$ cat config.mk
export PLATFORM = sky130hd
export DESIGN_NAME = temp_value_readout_regs
export DESIGN_NICKNAME = d
export VERILOG_FILES = /design/src/hw/temp_value_pkg.sv /design/src/hw/temp_value_readout_regs.sv
export SDC_FILE = /design/constraint.sdc
export NUM_CORES = 1
export LEC_CHECK = 0
export BUFFER_PORTS_ARGS = -buffer_cell sky130_fd_sc_hd__buf_2
export CORE_MARGIN = 2
export CORE_UTILIZATION = 45
export CTS_CLUSTER_SIZE = 28
export DETAILED_ROUTE_END_ITERATION = 10
export PLACE_DENSITY = 0.69
export SKIP_CTS_REPAIR_TIMING = 1
export SYNTH_ARGS = -nofsm -noshare
export SYNTH_HDL_FRONTEND = slang
export SYNTH_SLANG_ARGS = --single-unit
$ cat constraint.sdc
create_clock -name mclk_i -period 2 [get_ports mclk_i]
set_clock_uncertainty 0.15 [all_clocks]
set_input_delay 0.1 -clock mclk_i [delete_from_list [all_inputs] [get_ports mclk_i]]
set_output_delay 0.1 -clock mclk_i [all_outputs]
set_load 0.02 [all_outputs]
$ cat src/hw/temp_value_pkg.sv
/*
 Constants, command codes and carrier types of the temperature value
 readout registers. Assumes a serial management bus front end that
 presents one decoded command byte per access on the system clock.
*/
// Contract
// (RULE1) Host reads the upper byte before the lower byte for one coherent value.
// (RULE2) Upper byte read copies that channel's lower byte into a holding copy.
// (RULE3) Reading the held lower byte releases the hold.
// (RULE4) A repeated upper read recaptures the lower byte, replacing the held one.
// (RULE5) Local upper byte is two's complement whole degrees, +127 to -128.
// (RULE6) Local reading is the value compared for the local over-temperature event.
// (RULE7) Lower byte bits 7, 6, 5 weigh one half, quarter, eighth degree.
// (RULE8) Each remote offers a signed reading at its own upper and lower codes.
// (RULE9) Remote lower bit 4 is zero unless filtering, then one sixteenth.
// (RULE10) Remote lower bit 3 is zero unless filtering, then one thirty-second.
// (RULE11) Local lower bits 4-0 and remote lower bits 2-0 always read zero.
// (RULE12) Each remote offers an unsigned reading, 0 to 255 degrees.
// (RULE13) All value registers are read-only; writes change nothing.
package temp_value_pkg;

   // ----------------------------------------
   // Sizes and pair indices
   // ----------------------------------------
   localparam int NUM_PAIRS = 5;
   localparam int PAIR_LOCAL = 0;
   localparam int PAIR_R1_SIGNED = 1;
   localparam int PAIR_R2_SIGNED = 2;
   localparam int PAIR_R1_UNSIGNED = 3;
   localparam int PAIR_R2_UNSIGNED = 4;

   // ----------------------------------------
   // Command codes
   // ----------------------------------------
   localparam logic [7:0] CMD_LOCAL_WHOLE = 8'h10;
   localparam logic [7:0] CMD_R1S_WHOLE = 8'h11;
   localparam logic [7:0] CMD_R2S_WHOLE = 8'h12;
   localparam logic [7:0] CMD_R1U_WHOLE = 8'h19;
   localparam logic [7:0] CMD_R2U_WHOLE = 8'h1A;
   localparam logic [7:0] CMD_LOCAL_FRAC = 8'h20;
   localparam logic [7:0] CMD_R1S_FRAC = 8'h21;
   localparam logic [7:0] CMD_R2S_FRAC = 8'h22;
   localparam logic [7:0] CMD_R1U_FRAC = 8'h29;
   localparam logic [7:0] CMD_R2U_FRAC = 8'h2A;
   localparam logic [7:0] WHOLE_CMD [NUM_PAIRS] =
      '{CMD_LOCAL_WHOLE, CMD_R1S_WHOLE, CMD_R2S_WHOLE, CMD_R1U_WHOLE, CMD_R2U_WHOLE};
   localparam logic [7:0] FRAC_CMD [NUM_PAIRS] =
      '{CMD_LOCAL_FRAC, CMD_R1S_FRAC, CMD_R2S_FRAC, CMD_R1U_FRAC, CMD_R2U_FRAC};

   // ----------------------------------------
   // Field values and masks
   // ----------------------------------------
   localparam logic [7:0] BYTE_ZERO = 8'h00;
   localparam logic [7:0] SIGNED_MAX_WHOLE = 8'h7F;
   localparam logic [7:0] SIGNED_MIN_WHOLE = 8'h80;
   localparam logic [7:0] UNSIGNED_MAX_WHOLE = 8'hFF;
   localparam logic [7:0] FRAC_MASK_COARSE = 8'hE0;
   localparam logic [7:0] FRAC_MASK_FINE = 8'hF8;
   localparam logic [4:0] FRAC_FULL = 5'h1F;

   // ----------------------------------------
   // Carrier types
   // ----------------------------------------
   typedef struct packed {
      logic [7:0] whole;
      logic [2:0] frac;
   } local_sample_type;

   typedef struct packed {
      logic [8:0] whole_ext;
      logic [4:0] frac;
   } remote_sample_type;

   typedef struct packed {
      local_sample_type local_s;
      remote_sample_type [1:0] remote_s;
   } conv_result_type;

   typedef struct packed {
      logic [7:0] whole;
      logic [7:0] frac;
   } reg_pair_type;

   typedef struct packed {
      logic rd;
      logic wr;
      logic [7:0] cmd;
   } reg_req_type;

   typedef struct packed {
      logic ack;
      logic wr_refused;
      logic [7:0] data;
   } reg_rsp_type;

endpackage

$ cat src/hw/temp_value_readout_regs.sv
/*
 Read-only temperature value registers for one local and two remote
 channels, with upper-byte-read locking of the lower byte.
 Assumes conversion results and filter enables come from logic on the
 same clock, and that the bus front end issues one access per cycle.
*/
`timescale 1ns/1ns
module temp_value_readout_regs (
   input wire logic mclk_i,
   input wire logic rst_n_i,
   input wire temp_value_pkg::conv_result_type conv_i,
   input wire logic conv_valid_i,
   input wire logic [1:0] filt_en_i,
   input wire logic [7:0] local_limit_i,
   input wire temp_value_pkg::reg_req_type req_i,
   output temp_value_pkg::reg_rsp_type rsp_o,
   output logic local_over_o,
   output logic [temp_value_pkg::NUM_PAIRS-1:0] hold_active_o
);
   import temp_value_pkg::*;

   // ----------------------------------------
   // Latest conversion results
   // ----------------------------------------
   conv_result_type conv_r;
   reg_pair_type live_pair [NUM_PAIRS];
   logic [NUM_PAIRS-1:0] upper_hit;
   logic [NUM_PAIRS-1:0] lower_hit;
   logic [NUM_PAIRS-1:0] lock_r;
   logic [7:0] held_r [NUM_PAIRS];
   logic mapped;
   logic [7:0] rd_data_nxt;
   reg_rsp_type rsp_r;
   logic local_over_r;

   always_ff @(posedge mclk_i) begin
      if (!rst_n_i) begin
         conv_r <= '0;
      end else if (conv_valid_i) begin
         conv_r <= conv_i;
      end
   end

   // ----------------------------------------
   // Format helpers
   // ----------------------------------------
   function automatic logic [7:0] remote_frac(input logic [4:0] f, input logic filt);
      logic [7:0] raw;
      raw = {f, 3'h0};
      remote_frac = raw & (filt ? FRAC_MASK_FINE : FRAC_MASK_COARSE); // RULE9 RULE10 RULE11
   endfunction

   function automatic reg_pair_type signed_pair(input remote_sample_type s, input logic filt);
      reg_pair_type p;
      p.whole = s.whole_ext[7:0];
      p.frac = remote_frac(s.frac, filt);
      if (s.whole_ext[8] && !s.whole_ext[7]) begin
         p.whole = SIGNED_MIN_WHOLE;
         p.frac = BYTE_ZERO;
      end else if (!s.whole_ext[8] && s.whole_ext[7]) begin
         p.whole = SIGNED_MAX_WHOLE;
         p.frac = remote_frac(FRAC_FULL, filt);
      end
      signed_pair = p; // RULE8
   endfunction

   function automatic reg_pair_type unsigned_pair(input remote_sample_type s, input logic filt);
      reg_pair_type p;
      p.whole = s.whole_ext[7:0];
      p.frac = remote_frac(s.frac, filt);
      if (s.whole_ext[8]) begin
         p.whole = BYTE_ZERO;
         p.frac = BYTE_ZERO;
      end
      unsigned_pair = p; // RULE12
   endfunction

   // ----------------------------------------
   // Live register values
   // ----------------------------------------
   always_comb begin
      live_pair[PAIR_LOCAL].whole = conv_r.local_s.whole; // RULE5
      live_pair[PAIR_LOCAL].frac = {conv_r.local_s.frac, 5'h00}; // RULE7 RULE11
      live_pair[PAIR_R1_SIGNED] = signed_pair(conv_r.remote_s[0], filt_en_i[0]);
      live_pair[PAIR_R2_SIGNED] = signed_pair(conv_r.remote_s[1], filt_en_i[1]);
      live_pair[PAIR_R1_UNSIGNED] = unsigned_pair(conv_r.remote_s[0], filt_en_i[0]);
      live_pair[PAIR_R2_UNSIGNED] = unsigned_pair(conv_r.remote_s[1], filt_en_i[1]);
   end

   // ----------------------------------------
   // Lower byte hold per pair
   // ----------------------------------------
   genvar gi;
   generate
      for (gi = 0; gi < NUM_PAIRS; gi++) begin : g_pair
         assign upper_hit[gi] = req_i.rd && (req_i.cmd == WHOLE_CMD[gi]);
         assign lower_hit[gi] = req_i.rd && (req_i.cmd == FRAC_CMD[gi]);

         always_ff @(posedge mclk_i) begin
            if (!rst_n_i) begin
               lock_r[gi] <= 1'b0;
               held_r[gi] <= BYTE_ZERO;
            end else if (upper_hit[gi]) begin
               lock_r[gi] <= 1'b1; // RULE1 RULE2 RULE4
               held_r[gi] <= live_pair[gi].frac; // RULE2 RULE4
            end else if (lower_hit[gi]) begin
               lock_r[gi] <= 1'b0; // RULE3
            end
         end

      end
   endgenerate

   assign hold_active_o = lock_r;

   // ----------------------------------------
   // Read data select
   // ----------------------------------------
   always_comb begin
      rd_data_nxt = BYTE_ZERO;
      mapped = 1'b0;
      for (int i = 0; i < NUM_PAIRS; i++) begin
         if (upper_hit[i]) begin
            rd_data_nxt = live_pair[i].whole;
            mapped = 1'b1;
         end
         if (lower_hit[i]) begin
            rd_data_nxt = lock_r[i] ? held_r[i] : live_pair[i].frac;
            mapped = 1'b1;
         end
      end
   end

   // ----------------------------------------
   // Bus answer
   // ----------------------------------------
   always_ff @(posedge mclk_i) begin
      if (!rst_n_i) begin
         rsp_r <= '0;
      end else begin
         rsp_r.ack <= req_i.rd || req_i.wr;
         rsp_r.wr_refused <= req_i.wr && !req_i.rd; // RULE13
         if (req_i.rd) begin
            rsp_r.data <= rd_data_nxt;
         end
      end
   end

   assign rsp_o = rsp_r;

   // ----------------------------------------
   // Local over-temperature compare
   // ----------------------------------------
   always_ff @(posedge mclk_i) begin
      if (!rst_n_i) begin
         local_over_r <= 1'b0;
      end else begin
         local_over_r <= $signed(conv_r.local_s.whole) > $signed(local_limit_i); // RULE6
      end
   end

   assign local_over_o = local_over_r;
endmodule
==> results.toml, run 1 <==
[run_status]
status = "finished, final reports clean"

[min_path]
hold_depth = 4
hold_path_end = "rsp_o[9]"
min_from = "req_i[9]"
hold_class = "primary input to flop"

[floorplanning]
rows = 35
die_w_um = 100
die_y_um = 100
die_area_mm2 = 0.0101
core-area_mm2 = 0.00911
start_util_pct = 45.9
io_pins = 78

[critical_path]
crit_required_ns = 2.10
crit_top_cell = "o21a_1"
critPathLaunchType = "flop"
reg2reg_slack_ns = 0.1
cp_cell_sequence = "ha_1 > nor2b_1 > o21a_1 > o21a_1 > o211ai_1 > a211oi_1 > a211o_1"
rr_endpoint = "local_over_o"
critPathMaxFanout = 3
reg2regPathDepth = 7
reg2reg_from = "conv_r[32]"
critPathSlowestCell = "dfxtp_1"
critPathMaxStageDelay_ns = 0.39
crit_type = "flop to flop"
critPathCaptureType = "flop"
cp_data_arrival_time_ns = 2.01

[drt]
antenna_left = 0
drt_iter0_markers = 255
wl_per_cell_um = 17.5
drc = 0
vias_per_cell = 5.79
finalWirelength_mm = 12.7
dr.pass1.iters = 5
route.vias.total = 4202

[synth]
syn_nets = 541
synthDistinctLibCells = 54
synth_area_mm2 = 0.00418
synth-seq-area-share_pct = 42.8
synth_edf_count = 23
synth_seq_cells = 78
synthFlopType = "dfxtp_1"
yosys_warnings = 0
synth_cells = 471
syn_avg_cell_area_um2 = 8.88
synthArstFlopShare_pct = 0

[pwr]
power_density_mw_per_mm2 = 643
leakage_nw = 2.40
power_mw = 3.57
ir_drop_mv = 0.470

[sta]
period_minus_slack_ns = 1.90
slew_headroom_pct = 65.0
max_freq_mhz = 526
timing.final.crit_share_pct = 95.1
rsz0062_at_grt = "false"
setup-violations-final = 0
hold_viol_final = 0
drv_slew = 0
tightest_slew_ns = 0.522

[place]
io_buffers = 77
gp_congestion = 0.999
dpl_cell_area_mm2 = 0.00490
dp_hpwl_mm = 9.06

[final_layout]
final_core_util_pct = 60.9
fin_nets = 680
n_antenna_cell = 0
syn_to_final_growth_pct = 32.6
drive_gt1_share_pct = 23.9
fin_area_mm2 = 0.00554

[global_routing]
grt_pass1_vias = 3821
grt.overflow.total = 0
grt_first_pass_wirelength_mm = 19.4
grt_max_degree = 40
track_usage_pct = 24.9
antenna_found_initial = 0

[clocking]
clockRootBuffer = "clkbuf_8"
clock_path_buffers = 2
tritoncts = "yes"
htree_levels = 3
cts_buffers = 9
cts.sinks = 78
insertion_delay_ns = 0.36
clk_pin_slew_ns = 0.08

[job]
maxCapViolations = 0
sequential cells by signal (all words and copies together) (netlist names):
signal / cells
hold_active_o: 5
conv_r: 39
local_over_o: 1
rsp_o: 10
held_r: 23
worst max-delay path by stage:
stage                     slack, ns       start            to  depth (start not counted)
final                           0.1  conv_r[32]  local_over_o                          7
after global placement        -0.04    req_i[5]  held_r[4][4]                          5
after CTS                     -0.04  conv_r[12]      rsp_o[4]                          6
after global routing          0.005  conv_r[32]  local_over_o                          7
after floorplan                0.05    req_i[2]  held_r[4][3]                          4
after detailed placement      -0.08    req_i[5]  held_r[4][4]                          5
power by group:
part           internal (mW)  total [mW]  switching (mW)
clock network          0.659        1.28           0.616
logic                  0.268       0.542           0.274
registers               1.69        1.75          0.0562
total                   2.62        3.57           0.947
synth_stat cells, drive strengths merged, types with 5 or more instances:
cell type   n  share of area (%)
nor2       72                6.6
dfxtp      55                 26
a21oi      47                5.6
mux2i      44                 11
nand2      27                2.4
clkbuf     25                2.2
edfxtp     23                 17
o21ai      20                2.4
inv        17                1.5
and3       11                1.6
buf         9                1.1
a211oi      8                1.4
ha          8                2.4
nand2b      7                1.0
o21a        7                1.3
o22ai       7                1.0
nor2b       6               0.90
nor3        6               0.72
nor3b       6                1.1
o211ai      6                1.1
and2        5               0.75
nand3       5               0.60
critical path: cells and delay by family (launching register included):
kind,cells,cell delay (ns)
and+or+nand+nor,1,0.14
AOI/OAI and AO/OA,5,0.85
DFF,1,0.39
adders and majority gates,1,0.27
cell usage in the layout (no fill, tap or decap), drive strengths merged, types with 8 or more instances in the layout:
cell,n
a211oi,8
a21oi,47
and3,11
buf,120
clkbuf,10
dfxtp,55
dlygate4sd3,42
edfxtp,23
ha,8
inv,19
mux2i,44
nand2,27
nor2,72
o21ai,20
per-layer routing:
layer / vias to the layer above / GRT usage [%] / wire length [um] / share of wire [%]
met2: 201 / 40.4 / 6150 / 48
met1: 1985 / 32.3 / 5280 / 42
met4: 0 / 9.38 / 342 / 2.7
met5: - / 0 / 0 / 0
met3: 35 / 5.71 / 908 / 7.2
li1: 1981 / - / - / -
per-stage QoR:
stage                     setup slack, ns  hold slack (ns)  TNS (ns)  instances
after floorplan                    0.0473           0.0658         0        471
after global placement            -0.0431            0.165    -0.149        668
after detailed placement          -0.0793            0.173    -0.480        668
after CTS                         -0.0418           -0.202   -0.0961        684
after global routing              0.00474           0.0714         0        726
final                              0.0990           0.0535         0        726
cell families after synthesis:
family,synth area share (%)
buffers and inverters,4.85
AO/OA/AOI/OAI,18.8
adder cells (fa/ha/maj),2.87
multiplexers,10.5
flip-flops,42.8
AND/OR/NAND/NOR,20.1
area by class of cell:
cell class / count / area [um^2]
Inverter: 17 / 63.8
Timing Repair Buffer: 162 / 1140
Tap cell: 111 / 139
Fill cell: 828 / 3560
Sequential cell: 78 / 1790
Clock inverter: 6 / 66.3
Clock buffer: 10 / 149
Multi-Input combinational cell: 342 / 2190
(Power assumes the default switching activity.)
==> inputs of run 2 (changes only) <==
- CAP_MARGIN: default -> 20
- CELL_PAD_IN_SITES_DETAIL_PLACEMENT: default -> 1
- CELL_PAD_IN_SITES_GLOBAL_PLACEMENT: default -> 2
- CORE_UTILIZATION: 45 -> 31
- CTS_BUF_LIST: default -> sky130_fd_sc_hd__clkbuf_4 sky130_fd_sc_hd__clkbuf_8
- PLACE_DENSITY: 0.69 -> default
- PLACE_DENSITY_LB_ADDON: default -> 0.1
==> run 2 against run 1 <==
Compared with the run above:
- the run now ends with hold timing left
- global-route usage is 4.0 points lower
- critical endpoint unchanged
- design area rose by 2.5%
- fmax is 2.1% higher
- wire length up 17%
- register-to-register slack better by 0.04 ns
- die area rose by 43%
- first-iteration DRC count shrank 26%
==> results.toml, run 2 (synthesized netlist as in run 1, its figures left out) <==
[run_status]
status = "finished, violations left"
violations = "hold timing"

[floorplanning]
rows = 42
core-area_mm2 = 0.0132
io_pins = 78
die_w_um = 120
die_y_um = 120
die_area_mm2 = 0.0144
start_util_pct = 31.7

[place]
gp_congestion = 0.858
place_inst = 737
dp_hpwl_mm = 11.1
place_ws_ns = -0.100
dpl_cell_area_mm2 = 0.00503
io_buffers = 77

[sta]
worst_slack_ns = 0.138
drv_slew = 0
rsz0062_at_grt = "false"
setup-violations-final = 0
fin_setup_tns_ns = 0
tightest_slew_ns = 0.475
slew_headroom_pct = 68.2
max_freq_mhz = 537
hold_viol_final = 1
holdWs_ns = -0.0350
timing.final.crit_share_pct = 93.1
period_minus_slack_ns = 1.86

[drt]
antenna_left = 0
finalWirelength_mm = 14.9
dr.pass1.iters = 4
vias_per_cell = 5.13
wl_per_cell_um = 18.7
drt_iter0_markers = 189
route.vias.total = 4082
drc = 0

[job]
maxCapViolations = 0

[min_path]
hold_class = "primary input to flop"

[final_layout]
syn_to_final_growth_pct = 35.8
final_core_util_pct = 43.1
n_antenna_cell = 0
fin_nets = 685
final_cell_mix = "buf_2 (77), nor2_1 (71), dfxtp_1 (54)"
largest_register_ffs = 39
layoutNonFillerInstCount = 796
regMostFlops = "conv_r"
drive_gt1_share_pct = 24.8
fin_area_mm2 = 0.00568
final_common_cell = "buf_2"

[pwr]
p_int_mw = 2.60
ir_drop_mv = 0.283
power_frac_seq_pct = 48.7
leakage_nw = 2.41
combPwrFrac_pct = 15.9
switchingPower_uw = 992
p_clk_share_pct = 35.4
p_sw_share_pct = 27.6
power_density_mw_per_mm2 = 632
power_mw = 3.59

[clocking]
insertion_delay_ns = 0.38
cts.sinks = 78
cts_buffers = 9
clock_path_buffers = 2
htree_levels = 3
clockRootBuffer = "clkbuf_8"
clk_pin_slew_ns = 0.08
tritoncts = "yes"

[critical_path]
critPathCaptureType = "flop"
reg2reg_slack_ns = 0.14
critPathSlowestCell = "dfxtp_2"
cp_cell_sequence = "ha_4 > nor2b_1 > o21a_1 > o21a_1 > o211ai_1 > a211oi_1 > a211o_1"
critPathMaxStageDelay_ns = 0.37
cp_data_arrival_time_ns = 1.98
cp.buffers_inverters = 0
path_delay_family = "compound AO/OA/AOI/OAI gates"
crit_required_ns = 2.12
critPathLaunchType = "flop"
crit_type = "flop to flop"
critPathMaxFanout = 3
crit_top_cell = "o21a_1"

[global_routing]
antenna_found_initial = 0
grt_max_degree = 29
grt_pass1_vias = 4077
grt.overflow.total = 0
track_usage_pct = 20.8
grt_first_pass_wirelength_mm = 22.8
==> run 2: worst register-to-register path: cells and delay by family, from the launching register on <==
family          cells  cell delay (ns)
compound gates      5             0.91
fa+ha+maj           1             0.21
flops               1             0.37
simple gates        1             0.14
==> run 2: per-layer routing <==
layer	vias to the layer above	share of wire [%]	global-route usage (%)
met5	-	0	0
met4	0	1.4	7.06
met3	13	2.0	2.76
met2	58	49	34.9
met1	2018	48	27.6
li1	1993	-	-
==> run 2: final timing paths <==
kind / from / endpoint / cells past startpoint
max: conv_r[32] / local_over_o / 7
min: rst_n_i / hold_active_o[2] / 3
max reg2reg: conv_r[32] / local_over_o / 7
min reg2reg: rsp_o[1] / rsp_o[1] / 1
==> run 2: cell type report <==
| class | instances | area (um^2) |
|---|---|---|
| clock buffer | 11 | 145 |
| clock inverter | 5 | 57.6 |
| fill | 1565 | 7510 |
| inverter | 17 | 63.8 |
| multi-input combinational | 342 | 2210 |
| sequential | 78 | 1790 |
| tap | 176 | 220 |
| timing repair buffer | 167 | 1190 |
==> run 2: power groups by stage <==
| stage | Clock (mW) | Sequential [mW] | Combinational [mW] |
|---|---|---|---|
| floorplan | 0 | 1.77 | 0.274 |
| detailed placement | 0 | 1.79 | 0.503 |
| finish | 1.27 | 1.75 | 0.572 |
| global route | 1.37 | 1.76 | 0.627 |
| global placement | 0 | 1.78 | 0.491 |
| CTS | 1.31 | 1.75 | 0.506 |
